### config.mk
export PLATFORM = sky130hd
export DESIGN_NAME = sac_top
export DESIGN_NICKNAME = d
export VERILOG_FILES = /design/src/pkg/sac_pkg.sv /design/src/rtl/sac_sar_engine.sv /design/src/rtl/sac_top.sv
export SDC_FILE = /design/constraint.sdc
export NUM_CORES = 1
export LEC_CHECK = 0
export BUFFER_PORTS_ARGS = -buffer_cell sky130_fd_sc_hd__buf_4
export CELL_PAD_IN_SITES_DETAIL_PLACEMENT = 0
export CELL_PAD_IN_SITES_GLOBAL_PLACEMENT = 2
export CORE_UTILIZATION = 35
export CTS_CLUSTER_DIAMETER = 150
export CTS_CLUSTER_SIZE = 24
export DETAILED_ROUTE_END_ITERATION = 8
export PLACE_DENSITY = 0.87
export SETUP_SLACK_MARGIN = 0.3
export SYNTH_ARGS = -nofsm -noshare
export SYNTH_HDL_FRONTEND = slang
export SYNTH_SLANG_ARGS = --single-unit
### constraint.sdc
create_clock -name I_CLK -period 5.55 [get_ports I_CLK]
set_input_delay 0.8325 -clock I_CLK [delete_from_list [all_inputs] [get_ports I_CLK]]
set_output_delay 0.8325 -clock I_CLK [all_outputs]
set_load 0.01 [all_outputs]
### src/pkg/sac_pkg.sv
package sac_pkg;

   // ------------------------------------------------------------
   // Register map and reset values
   // ------------------------------------------------------------
   localparam logic [7:0] ADDR_CTRL = 8'h00;
   localparam logic [7:0] ADDR_CONFIG = 8'h04;
   localparam logic [7:0] ADDR_CHSEL = 8'h08;
   localparam logic [7:0] ADDR_PAIRCFG = 8'h0c;
   localparam logic [7:0] ADDR_RESULT_HIGH = 8'h10;
   localparam logic [7:0] ADDR_RESULT_LOW = 8'h14;

   localparam logic [7:0] CONFIG_RST = 8'hf8;
   localparam logic [3:0] CHSEL_RST = 4'h0;
   localparam logic [3:0] PAIRCFG_RST = 4'h0;

   // ------------------------------------------------------------
   // Field positions and widths
   // ------------------------------------------------------------
   localparam int CTRL_EN_BIT = 7;
   localparam int CTRL_TM_BIT = 6;
   localparam int CTRL_DONE_BIT = 5;
   localparam int CTRL_BUSY_BIT = 4;
   localparam int CTRL_MODE_LSB = 2;
   localparam int CTRL_LJ_BIT = 0;
   localparam int CFG_DIV_LSB = 3;
   localparam int CFG_GAIN_LSB = 0;
   localparam int CHSEL_TEMP_BIT = 3;
   localparam int RESULT_W = 12;
   localparam int DIV_W = 5;
   localparam int GAIN_W = 3;
   localparam int MODE_W = 2;
   localparam int CHSEL_W = 4;
   localparam int PAIR_W = 4;
   localparam int BYTE_W = 8;

   // ------------------------------------------------------------
   // Timing
   // ------------------------------------------------------------
   localparam int CLK_PERIOD_NS = 10;
   localparam int MIN_CONV_PERIOD_NS = 10000;
   localparam int MIN_CONV_CYCLES = (MIN_CONV_PERIOD_NS + CLK_PERIOD_NS - 1) / CLK_PERIOD_NS;
   localparam int RATE_W = $clog2(MIN_CONV_CYCLES);
   localparam int TRACK_SAR_CLOCKS = 3;

   // ------------------------------------------------------------
   // Encodings
   // ------------------------------------------------------------
   localparam logic [1:0] RESP_OKAY = 2'h0;
   localparam logic [1:0] RESP_SLVERR = 2'h2;

   typedef enum logic [2:0] {
      SEL_CTRL = 3'h0, SEL_CONFIG = 3'h1, SEL_CHSEL = 3'h2, SEL_PAIRCFG = 3'h3,
      SEL_RES_HIGH = 3'h4, SEL_RES_LOW = 3'h5, SEL_NONE = 3'h7
   } sac_sel_e;

   typedef enum logic [1:0] {
      START_SW = 2'h0, START_TMR3 = 2'h1, START_EXT = 2'h2, START_TMR2 = 2'h3
   } sac_start_e;

   typedef enum logic [3:0] {
      ST_IDLE = 4'h1, ST_TRACK = 4'h2, ST_CONV = 4'h4, ST_FINISH = 4'h8
   } sac_state_e;

   typedef enum logic [2:0] {
      GAIN_X0P5 = 3'h0, GAIN_X1 = 3'h1, GAIN_X2 = 3'h2, GAIN_X4 = 3'h3, GAIN_X8 = 3'h4, GAIN_X16 = 3'h5
   } sac_gain_e;

   typedef struct packed {
      logic temp;
      logic diff;
      logic [2:0] pos;
      logic [2:0] neg;
   } sac_mux_s;

   typedef struct packed {
      logic [BYTE_W-1:0] high;
      logic [BYTE_W-1:0] low;
   } sac_result_s;

endpackage

### src/rtl/sac_sar_engine.sv
`timescale 1ns/1ns
module sac_sar_engine #(
   parameter int W = 12
) (
   // Clock and reset
   input wire logic i_clk,
   input wire logic i_rst,
   // Control
   input wire logic i_start,
   input wire logic i_tick,
   input wire logic i_abort,
   // Analog comparator, high when input is at or above the trial code
   input wire logic i_cmp,
   // Results
   output logic [W-1:0] o_dac,
   output logic o_done,
   output logic [W-1:0] o_result
);

   logic [W-1:0] code;
   logic [W-1:0] mask;
   logic [W-1:0] kept;

   if (W < 2) begin : g_chk
      $error("sac_sar_engine: W must be at least 2");
   end

   // ------------------------------------------------------------
   // Binary search, one bit per conversion clock, MSB first
   // ------------------------------------------------------------
   assign kept = i_cmp ? code : (code & ~mask);
   assign o_dac = code;

   always_ff @(posedge i_clk or posedge i_rst) begin
      if (i_rst) begin
         code <= '0;
         mask <= '0;
         o_done <= 1'b0;
         o_result <= '0;
      end else begin
         o_done <= 1'b0;
         if (i_abort) begin
            mask <= '0;
         end else if (i_start) begin
            mask <= {1'b1, {(W-1){1'b0}}};
            code <= {1'b1, {(W-1){1'b0}}};
         end else if (i_tick && mask != '0) begin
            mask <= mask >> 1;
            code <= kept | (mask >> 1);
            if (mask[0]) begin
               o_done <= 1'b1;
               o_result <= kept;
            end
         end
      end
   end

   // ------------------------------------------------------------
   // Checks
   // ------------------------------------------------------------
   done_single_a: assert property (@(posedge i_clk) disable iff (i_rst)
      o_done |=> !o_done)
      else $error("done pulse longer than one cycle");

endmodule

### src/rtl/sac_top.sv
// Our own choices: the register addresses and the AXI4-Lite slave port.
`timescale 1ns/1ns
// Contract
// - Analog parts powered only while enabled
// - Nine channels: eight inputs plus temperature
// - Pairs single-ended or differential, reset single-ended
// - Six gains from three-bit field, unity reset
// - Temperature selection feeds gain amplifier
// - No more than 100 ksps
// - Conversion clock divided from system clock
// - Four selectable start triggers
// - Busy high through whole conversion
// - Busy fall sets done flag, interrupt
// - Result left or right justified
// - Results are twelve bits
// - Track mode 0: track whenever idle
// - Track mode 1: three-clock track first
// - External start: track low, convert rising
// - No tracking in chip standby
// - Start mode code to trigger mapping
// - Gain code mapping
// - Divider field plus one sets period
module sac_top import sac_pkg::*; #(
   parameter int ADDR_W = 8
) (
   // Clock and reset
   input wire logic I_CLK,
   input wire logic I_RST,
   // AXI4-Lite write address and data
   input wire logic I_AWVALID,
   output logic O_AWREADY,
   input wire logic [ADDR_W-1:0] I_AWADDR,
   input wire logic [2:0] I_AWPROT,
   input wire logic I_WVALID,
   output logic O_WREADY,
   input wire logic [31:0] I_WDATA,
   input wire logic [3:0] I_WSTRB,
   // AXI4-Lite write response
   output logic O_BVALID,
   input wire logic I_BREADY,
   output logic [1:0] O_BRESP,
   // AXI4-Lite read
   input wire logic I_ARVALID,
   output logic O_ARREADY,
   input wire logic [ADDR_W-1:0] I_ARADDR,
   input wire logic [2:0] I_ARPROT,
   output logic O_RVALID,
   input wire logic I_RREADY,
   output logic [31:0] O_RDATA,
   output logic [1:0] O_RRESP,
   // Start sources and chip state
   input wire logic I_TMR3_OVF,
   input wire logic I_TMR2_OVF,
   input wire logic I_EXT_CONVERT_START,
   input wire logic I_STANDBY,
   input wire logic I_IRQ_ENABLE,
   // Analog front end
   input wire logic I_CMP,
   output logic O_POWER,
   output logic O_TRACK,
   output sac_mux_s O_MUX,
   output sac_gain_e O_GAIN,
   output logic [RESULT_W-1:0] O_DAC,
   // Status
   output logic O_BUSY,
   output logic O_IRQ
);

   if (ADDR_W < 5) begin : g_chk
      $error("sac_top: ADDR_W must cover the register map");
   end

   // ------------------------------------------------------------
   // Functions
   // ------------------------------------------------------------
   function automatic sac_sel_e reg_sel(input logic [ADDR_W-1:0] a);
      if (a == ADDR_W'(ADDR_CTRL)) begin
         return SEL_CTRL;
      end else if (a == ADDR_W'(ADDR_CONFIG)) begin
         return SEL_CONFIG;
      end else if (a == ADDR_W'(ADDR_CHSEL)) begin
         return SEL_CHSEL;
      end else if (a == ADDR_W'(ADDR_PAIRCFG)) begin
         return SEL_PAIRCFG;
      end else if (a == ADDR_W'(ADDR_RESULT_HIGH)) begin
         return SEL_RES_HIGH;
      end else if (a == ADDR_W'(ADDR_RESULT_LOW)) begin
         return SEL_RES_LOW;
      end else begin
         return SEL_NONE;
      end
   endfunction

   function automatic sac_gain_e gain_decode(input logic [GAIN_W-1:0] g);
      if (g[2]) begin
         return g[1] ? GAIN_X0P5 : GAIN_X16;
      end else begin
         case (g[1:0])
            2'h0: return GAIN_X1;
            2'h1: return GAIN_X2;
            2'h2: return GAIN_X4;
            default: return GAIN_X8;
         endcase
      end
   endfunction

   // Differential codes come back offset binary; flipping the MSB gives two's complement
   function automatic sac_result_s fmt_result(input logic [RESULT_W-1:0] r, input logic lj, input logic diff);
      logic [RESULT_W-1:0] v;
      v = diff ? {~r[RESULT_W-1], r[RESULT_W-2:0]} : r;
      if (lj) begin
         return '{high: v[11:4], low: {v[3:0], 4'h0}};
      end else begin
         return '{high: {4'h0, v[11:8]}, low: v[7:0]};
      end
   endfunction

   // ------------------------------------------------------------
   // Declarations
   // ------------------------------------------------------------
   logic aw_held;
   logic w_held;
   logic [ADDR_W-1:0] aw_addr;
   logic [31:0] w_data;
   logic [3:0] w_strb;
   logic en;
   logic tm;
   logic done_flag;
   logic lj;
   sac_start_e mode;
   logic [DIV_W-1:0] div;
   logic [GAIN_W-1:0] gain;
   logic [CHSEL_W-1:0] chsel;
   logic [PAIR_W-1:0] paircfg;
   sac_result_s result;
   sac_state_e state;
   sac_state_e next_state;
   logic [DIV_W-1:0] div_cnt;
   logic [1:0] trk_cnt;
   logic [RATE_W-1:0] rate_cnt;
   logic ext_q;
   logic sar_done;
   logic [RESULT_W-1:0] sar_result;
   sac_mux_s next_mux;
   logic [1:0] pair;

   // ------------------------------------------------------------
   // Bus decode
   // ------------------------------------------------------------
   wire do_write = aw_held && w_held && !O_BVALID;
   wire sac_sel_e wr_sel = reg_sel(aw_addr);
   wire sac_sel_e rd_sel = reg_sel(I_ARADDR);
   wire wr_lane = do_write && w_strb[0];
   wire wr_ctrl = wr_lane && wr_sel == SEL_CTRL;
   wire wr_config = wr_lane && wr_sel == SEL_CONFIG;
   wire wr_chsel = wr_lane && wr_sel == SEL_CHSEL;
   wire wr_pair = wr_lane && wr_sel == SEL_PAIRCFG;
   wire rd_take = I_ARVALID && O_ARREADY;
   wire busy = state != ST_IDLE;
   wire [BYTE_W-1:0] ctrl_view = {en, tm, done_flag, busy, mode, 1'b0, lj};
   wire [BYTE_W-1:0] rd_byte =
      rd_sel == SEL_CTRL ? ctrl_view :
      rd_sel == SEL_CONFIG ? {div, gain} :
      rd_sel == SEL_CHSEL ? {4'h0, chsel} :
      rd_sel == SEL_PAIRCFG ? {4'h0, paircfg} :
      rd_sel == SEL_RES_HIGH ? result.high :
      rd_sel == SEL_RES_LOW ? result.low : 8'h00;

   assign O_AWREADY = !aw_held;
   assign O_WREADY = !w_held;
   assign O_ARREADY = !O_RVALID;

   // ------------------------------------------------------------
   // AXI4-Lite slave
   // ------------------------------------------------------------
   always_ff @(posedge I_CLK or posedge I_RST) begin
      if (I_RST) begin
         aw_held <= 1'b0;
         w_held <= 1'b0;
         aw_addr <= '0;
         w_data <= '0;
         w_strb <= '0;
         O_BVALID <= 1'b0;
         O_BRESP <= RESP_OKAY;
      end else begin
         if (I_AWVALID && O_AWREADY) begin
            aw_held <= 1'b1;
            aw_addr <= I_AWADDR;
         end
         if (I_WVALID && O_WREADY) begin
            w_held <= 1'b1;
            w_data <= I_WDATA;
            w_strb <= I_WSTRB;
         end
         if (do_write) begin
            aw_held <= 1'b0;
            w_held <= 1'b0;
            O_BVALID <= 1'b1;
            O_BRESP <= wr_sel == SEL_NONE ? RESP_SLVERR : RESP_OKAY;
         end else if (I_BREADY) begin
            O_BVALID <= 1'b0;
         end
      end
   end

   always_ff @(posedge I_CLK or posedge I_RST) begin
      if (I_RST) begin
         O_RVALID <= 1'b0;
         O_RDATA <= '0;
         O_RRESP <= RESP_OKAY;
      end else if (rd_take) begin
         O_RVALID <= 1'b1;
         O_RDATA <= {24'h0, rd_byte};
         O_RRESP <= rd_sel == SEL_NONE ? RESP_SLVERR : RESP_OKAY;
      end else if (I_RREADY) begin
         O_RVALID <= 1'b0;
      end
   end

   // ------------------------------------------------------------
   // Start triggers
   // ------------------------------------------------------------
   wire sw_start = wr_ctrl && w_data[CTRL_BUSY_BIT] && mode == START_SW;
   wire ext_rise = I_EXT_CONVERT_START && !ext_q;
   wire trigger = mode == START_SW ? sw_start :
      mode == START_TMR3 ? I_TMR3_OVF :
      mode == START_EXT ? ext_rise : I_TMR2_OVF;
   wire sar_tick = busy && div_cnt == div;
   wire track_end = sar_tick && trk_cnt == 2'(TRACK_SAR_CLOCKS - 1);
   wire conv_start = state != ST_CONV && next_state == ST_CONV;
   wire busy_fall = state == ST_FINISH && next_state == ST_IDLE;

   // ------------------------------------------------------------
   // Control registers
   // ------------------------------------------------------------
   always_ff @(posedge I_CLK or posedge I_RST) begin
      if (I_RST) begin
         en <= 1'b0;
         tm <= 1'b0;
         lj <= 1'b0;
         mode <= START_SW;
         done_flag <= 1'b0;
         div <= CONFIG_RST[CFG_DIV_LSB +: DIV_W];
         gain <= CONFIG_RST[CFG_GAIN_LSB +: GAIN_W];
         chsel <= CHSEL_RST;
         paircfg <= PAIRCFG_RST;
         ext_q <= 1'b0;
      end else begin
         ext_q <= I_EXT_CONVERT_START;
         if (wr_ctrl) begin
            en <= w_data[CTRL_EN_BIT];
            tm <= w_data[CTRL_TM_BIT];
            lj <= w_data[CTRL_LJ_BIT];
            mode <= sac_start_e'(w_data[CTRL_MODE_LSB +: MODE_W]);
         end
         // Hardware set wins over a simultaneous software clear
         if (busy_fall) begin
            done_flag <= 1'b1;
         end else if (wr_ctrl) begin
            done_flag <= w_data[CTRL_DONE_BIT];
         end
         if (wr_config) begin
            div <= w_data[CFG_DIV_LSB +: DIV_W];
            gain <= w_data[CFG_GAIN_LSB +: GAIN_W];
         end
         if (wr_chsel) begin
            chsel <= w_data[CHSEL_W-1:0];
         end
         if (wr_pair) begin
            paircfg <= w_data[PAIR_W-1:0];
         end
      end
   end

   // ------------------------------------------------------------
   // Conversion sequencer
   // ------------------------------------------------------------
   always_comb begin
      next_state = state;
      case (state)
         ST_IDLE: begin
            if (en && trigger) begin
               next_state = (tm && mode != START_EXT) ? ST_TRACK : ST_CONV;
            end
         end
         ST_TRACK: begin
            if (track_end) begin
               next_state = ST_CONV;
            end
         end
         ST_CONV: begin
            if (sar_done) begin
               next_state = ST_FINISH;
            end
         end
         ST_FINISH: begin
            // Busy stretches until the rate window closes, capping throughput
            if (rate_cnt == '0) begin
               next_state = ST_IDLE;
            end
         end
         default: next_state = ST_IDLE;
      endcase
      if (!en) begin
         next_state = ST_IDLE;
      end
   end

   always_ff @(posedge I_CLK or posedge I_RST) begin
      if (I_RST) begin
         state <= ST_IDLE;
         div_cnt <= '0;
         trk_cnt <= '0;
         rate_cnt <= '0;
      end else begin
         state <= next_state;
         div_cnt <= (!busy || sar_tick) ? '0 : div_cnt + 1'b1;
         trk_cnt <= state != ST_TRACK ? 2'h0 : (sar_tick ? trk_cnt + 2'h1 : trk_cnt);
         if (state == ST_IDLE && next_state != ST_IDLE) begin
            rate_cnt <= RATE_W'(MIN_CONV_CYCLES - 1);
         end else if (rate_cnt != '0) begin
            rate_cnt <= rate_cnt - 1'b1;
         end
      end
   end

   // ------------------------------------------------------------
   // Successive approximation and result
   // ------------------------------------------------------------
   sac_sar_engine #(
      .W(RESULT_W)
   ) u_engine (
      .i_clk(I_CLK),
      .i_rst(I_RST),
      .i_start(conv_start),
      .i_tick(sar_tick && state == ST_CONV),
      .i_abort(!en),
      .i_cmp(I_CMP),
      .o_dac(O_DAC),
      .o_done(sar_done),
      .o_result(sar_result)
   );

   always_ff @(posedge I_CLK or posedge I_RST) begin
      if (I_RST) begin
         result <= '0;
      end else if (state == ST_CONV && sar_done && en) begin
         // Taken as the search ends, so the result is settled at least a cycle before busy falls
         result <= fmt_result(sar_result, lj, O_MUX.diff);
      end
   end

   // ------------------------------------------------------------
   // Analog front end
   // ------------------------------------------------------------
   assign pair = chsel[2:1];
   assign next_mux.temp = chsel[CHSEL_TEMP_BIT];
   assign next_mux.diff = !chsel[CHSEL_TEMP_BIT] && paircfg[pair];
   assign next_mux.pos = next_mux.diff ? {pair, 1'b0} : chsel[2:0];
   assign next_mux.neg = {pair, 1'b1};

   // Tracking is a level; standby wins over every mode
   assign O_TRACK = en && !I_STANDBY &&
      (!tm ? state == ST_IDLE :
       state == ST_TRACK || (mode == START_EXT && state == ST_IDLE && !I_EXT_CONVERT_START));
   assign O_BUSY = busy;
   assign O_IRQ = done_flag && I_IRQ_ENABLE;

   always_ff @(posedge I_CLK or posedge I_RST) begin
      if (I_RST) begin
         O_POWER <= 1'b0;
         O_MUX <= '0;
         O_GAIN <= GAIN_X1;
      end else begin
         O_POWER <= en;
         O_MUX <= next_mux;
         O_GAIN <= gain_decode(gain);
      end
   end

   // ------------------------------------------------------------
   // Checks
   // ------------------------------------------------------------
   done_on_fall_a: assert property (@(posedge I_CLK) disable iff (I_RST)
      $fell(busy) && $past(en) |-> done_flag)
      else $error("done flag not set when busy fell");

   result_first_a: assert property (@(posedge I_CLK) disable iff (I_RST)
      $fell(busy) && $past(en) |-> $past(state == ST_FINISH) && $stable(result))
      else $error("busy fell without result update");

   disable_idle_a: assert property (@(posedge I_CLK) disable iff (I_RST)
      !en |=> state == ST_IDLE && !O_POWER)
      else $error("disabled converter still active");

   busy_ignore_a: assert property (@(posedge I_CLK) disable iff (I_RST)
      state == ST_CONV && en && !sar_done |=> state == ST_CONV)
      else $error("conversion left early");

   track_len_a: assert property (@(posedge I_CLK) disable iff (I_RST)
      state == ST_TRACK && sar_tick && trk_cnt != 2'(TRACK_SAR_CLOCKS - 1) && en |=> state == ST_TRACK)
      else $error("tracking phase shorter than three clocks");

   idle_track_a: assert property (@(posedge I_CLK) disable iff (I_RST)
      !tm && en && !I_STANDBY && state == ST_IDLE |-> O_TRACK)
      else $error("idle without tracking in continuous mode");

   standby_a: assert property (@(posedge I_CLK) disable iff (I_RST)
      I_STANDBY |-> !O_TRACK)
      else $error("tracking during standby");

   tick_space_a: assert property (@(posedge I_CLK) disable iff (I_RST)
      sar_tick && div != '0 && $stable(div) |=> !sar_tick)
      else $error("conversion clock faster than divider");

   rate_cap_a: assert property (@(posedge I_CLK) disable iff (I_RST)
      $fell(busy) && $past(en) |-> $past(rate_cnt) == '0)
      else $error("conversion rate above limit");

   temp_sel_a: assert property (@(posedge I_CLK) disable iff (I_RST)
      chsel[CHSEL_TEMP_BIT] |=> O_MUX.temp && !O_MUX.diff)
      else $error("temperature channel not routed");

endmodule

==> impl_summary.txt <==
----------------------------------------------------
[Routing]
  Avg WL per Cell ... 15.5 um
  Drt drc ... 0
  Number of nets with antenna violations after routing ... 0
  Via-to-Cell Ratio ... 5.02
  Sum of routed wire length over all layers ... 14300 um
  Drt pass-1 iters ... 4
  Number of violations reported at the end of detailed-routing iteration 0 ... 383
  Via count ... 4624

[Clock tree]
  Hold_buf cts ... 0
  Clock input transition at the sequential cells of the worst setup and hold paths ... 0.06 ns
  CTS sink count ... 138
  Number of cells upsized or downsized after cts ... 0
  Maximum buffer depth of the clock tree ... 2
  Root buffer selected by CTS ... sky130_fd_sc_hd__clkbuf_16
  Post-CTS setup buffer count ... 0
  Cts bufs inserted ... 17
  H-Tree Depth ... 4
  TritonCTS clock tree ... built
  Worst-skew pair later-pin latency ... 0.41 ns

[STA]
  Min Clock Period, post-route ... 3.09 ns
  Max Transition Viols Final ... 0
  Final number of setup-violating endpoints ... 0
  Largest clock skew in the final design ... 0.00635 ns
  Final count of hold timing violations ... 0
  Worst Tran Pin Value ... 1.16 ns
  Final Hold Slack ... 0.466 ns
  Headroom to the max-slew limit ... 0.219
  RSZ-0062 raised after global routing ... false
  Total Neg Setup Slack ... 0 ns
  Worst setup margin ... 2.46 ns
  FMAX ... 0.324 GHz
  Share of the clock period used by the worst path after layout ... 0.557

[Synth]
  Gate count after technology mapping ... 602
  Most common flop cell mapped by yosys ... sky130_fd_sc_hd__dfrtp_1
  Library cells used by synthesis ... 64
  Multiplexer share of the synthesized area ... 0.102
  Share of synthesized area occupied by flip-flops and latches ... 0.534
  Yosys warns ... 0
  Synth Area in Compound Gates ... 0.123
  Synthesized area ... 6480 sq um
  Flops & latches, synth ... 138
  Top cells by area, synth ... sky130_fd_sc_hd__dfrtp_1 51%, sky130_fd_sc_hd__mux2_2 6.6%, sky130_fd_sc_hd__nand2_1 5.0%, sky130_fd_sc_hd__o21ai_0 3.8%, sky130_fd_sc_hd__buf_4 3.5%
  Most area-hungry cell type in the Yosys netlist ... sky130_fd_sc_hd__dfrtp_1
  Portion of synthesized cell area occupied by the leading cell type ... 0.506
  Adder-cell area share of the yosys netlist ... 0.00772
  Dominant combinational cell family by area after synthesis ... simple AND/OR/NAND/NOR gates
  Synth Area in Simple Gates ... 0.156
  Fraction of synthesized cell area in xor and xnor cells ... 0.0203
  Async SR Flop Fraction ... 1.00
  Post-synth EDFFs ... 0
  Mapped Avg Cell Area ... 10.8 sq um

[Place]
  Pre-CTS setup slack ... 2.70 ns
  Global placer's final weighted congestion ... 0.794
  Placed cell area ... 7180 sq um
  HPWL Detailed ... 10300 um
  Number of I/O port buffers ... 79

[Global route]
  First-pass GRT wire length ... 24000 um
  Vias in the first global route ... 4758
  Largest net degree at the start of global routing ... 80
  Number of antenna violations at the first check in global routing ... 0
  Overflow after GRT ... 0
  Combined global-route utilization of all metal layers ... 0.159

[Run]
  Count of maximum capacitance violations ... 0

[Outcome]
  Status ... finished, final reports clean

[Hold path]
  Worst hold path type ... reg -> reg
  Hold path startpoint ... chsel[3]$_DFFE_PP0P_
  Worst min-delay path endpoint ... O_MUX[7]$_DFF_PP0_
  Cells on Worst Hold Path ... 0

[Die]
  Count of boundary I/O pins ... 139
  Row count ... 49
  Starting utilization of the core area ... 0.359
  Die width ... 138 um
  Die ar. ... 19100 sq um
  Std-Cell Core Area ... 18000 sq um
  Die Ht ... 138 um

[Setup path]
  Highest fanout seen on the critical path ... 7
  Minimum setup slack among reg-to-reg paths ... 2.83 ns
  Beginning of the worst register-to-register path ... div[4]$_DFFE_PP1P_
  Arrival time of data at the critical path endpoint ... 2.26 ns
  Required time at the endpoint of the critical path ... 4.72 ns
  Logic depth of the worst register-to-register path ... 5
  Type of the worst setup path ... reg -> out
  Critical Path Sink Type ... primary output
  Launching element type of the critical path ... flop
  RR Endpoint ... u_engine.o_dac[11]$_DFFE_PP0P_

[Power and ir drop]
  Peak supply drop ... 0.200 mV
  Total power density per cell area ... 363 nW/um^2
  Leakage ... 0.00352 uW

[Cells and area]
  Most common library cell in the layout ignoring fill and taps ... sky130_fd_sc_hd__dfrtp_1
  Filler Cell Count ... 1736
  Antenna cells ... 0
  Net total in the final layout ... 754
  Layout cell share with drive strength beyond 1 ... 0.259
  Most frequent cells in the layout ... 131 x sky130_fd_sc_hd__dfrtp_1, 87 x sky130_fd_sc_hd__nand2_1, 82 x sky130_fd_sc_hd__buf_4
  Final Core Density ... 0.431
  Final Instance Area ... 7770 sq um
  Syn-to-layout area delta ... 20.0%

----------------------------------------------------
[state kept, by name (all words and copies together) (netlist names), 4 cells and up]
register / count
O_RDATA: 8
w_data: 8
u_engine.o_result: 12
u_engine.o_dac: 12
result: 16
div: 5
state: 4
u_engine.mask: 12
chsel: 4
div_cnt: 5
O_MUX: 6
aw_addr: 8
rate_cnt: 10
paircfg: 4
[report_power, final]
part | switching (uW) | total [uW] | leakage, uW | internal (uW)
clock network | 417 | 1110 | 0.000285 | 694
registers | 138 | 1290 | 0.00169 | 1150
logic | 202 | 424 | 0.00155 | 222
total | 757 | 2820 | 0.00352 | 2070
[cell type report]
type / count / area, sq um / share of cell area
Clock buffer: 21 / 470 / 0.0605
Timing Repair Buffer: 82 / 616 / 0.0792
Clock inverter: 11 / 120 / 0.0155
Tap cell: 229 / 287 / 0.0369
Inverter: 17 / 68.8 / 0.00885
Sequential cell: 138 / 3460 / 0.445
Multi-Input combinational cell: 423 / 2750 / 0.354
[per-stage QoR]
stage | std cells | power, uW
floorplan | 627 | 1580
global placement | 889 | 1720
detailed placement | 889 | 1740
CTS | 921 | 2860
global route | 921 | 2960
finish | 921 | 2820
[cells in the mapped netlist (2+ instances only)]
cell type	n
sky130_fd_sc_hd__a21o_1	2
sky130_fd_sc_hd__and3_1	3
sky130_fd_sc_hd__nor4_1	4
sky130_fd_sc_hd__clkbuf_1	19
sky130_fd_sc_hd__or2_2	2
sky130_fd_sc_hd__xnor2_1	5
sky130_fd_sc_hd__conb_1	2
sky130_fd_sc_hd__inv_1	15
sky130_fd_sc_hd__a21oi_1	11
sky130_fd_sc_hd__o31ai_1	4
sky130_fd_sc_hd__nand3_1	11
sky130_fd_sc_hd__xor2_1	10
sky130_fd_sc_hd__a22oi_1	3
sky130_fd_sc_hd__o22ai_1	3
sky130_fd_sc_hd__nor3_1	11
sky130_fd_sc_hd__dfrtp_1	131
sky130_fd_sc_hd__dfstp_2	7
sky130_fd_sc_hd__nor2b_1	8
sky130_fd_sc_hd__o2bb2ai_1	4
sky130_fd_sc_hd__o21a_1	4
sky130_fd_sc_hd__o21ai_0	49
sky130_fd_sc_hd__or3_1	4
sky130_fd_sc_hd__nand2b_1	19
sky130_fd_sc_hd__o31a_1	2
sky130_fd_sc_hd__a32oi_1	2
sky130_fd_sc_hd__a211oi_1	5
sky130_fd_sc_hd__nand4_1	4
sky130_fd_sc_hd__buf_4	30
sky130_fd_sc_hd__o21ai_1	18
sky130_fd_sc_hd__nand2_1	87
sky130_fd_sc_hd__nand3b_1	3
sky130_fd_sc_hd__ha_1	4
sky130_fd_sc_hd__a22o_1	4
sky130_fd_sc_hd__mux4_2	5
sky130_fd_sc_hd__mux2_2	38
sky130_fd_sc_hd__or4_1	2
sky130_fd_sc_hd__a31oi_1	5
sky130_fd_sc_hd__or3b_2	2
sky130_fd_sc_hd__o211ai_1	2
sky130_fd_sc_hd__nor2_1	20
sky130_fd_sc_hd__and2_1	4
sky130_fd_sc_hd__mux2i_1	12
[critical path, stage by stage, from the launching register on]
cell                      delay (ns)
sky130_fd_sc_hd__dfstp_2        0.60
sky130_fd_sc_hd__nor4b_4        0.40
sky130_fd_sc_hd__inv_2          0.14
sky130_fd_sc_hd__a21oi_1        0.21
sky130_fd_sc_hd__a22oi_1        0.14
sky130_fd_sc_hd__nor3_1         0.19
sky130_fd_sc_hd__buf_4          0.16
[cells by family after synthesis]
kind of cell             Yosys count
AO/OA/AOI/OAI                    126
flip-flops                       138
AND/OR/NAND/NOR                  196
XOR/XNOR                          15
other                              2
buffers and inverters             66
adder cells (fa/ha/maj)            4
multiplexers                      55
[worst max-delay path by stage]
stage                              from                        endpoint  slack (ns)  cells after the start
detailed placement  I_EXT_CONVERT_START  u_engine.o_dac[10]$_DFFE_PP0P_        2.70                      7
finish               state[0]$_DFF_PP1_                         O_TRACK        2.46                      6
global placement    I_EXT_CONVERT_START    u_engine.mask[8]$_DFFE_PP0P_        2.73                      7
CTS                  state[0]$_DFF_PP1_                         O_TRACK        2.42                      6
floorplan                         I_RST          O_BRESP[1]$_DFFE_PP0P_        1.03                      1
global route         state[0]$_DFF_PP1_                         O_TRACK        2.32                      6
[routing by layer]
layer,routed length (um),vias to the layer above,share of wire,global-route usage
met2,7040,113,0.49,0.255
met5,0,-,0,0
met3,733,26,0.051,0.0412
li1,-,2228,-,-
met1,6240,2257,0.44,0.203
met4,283,0,0.020,0.0688
(Power assumes the default switching activity.)
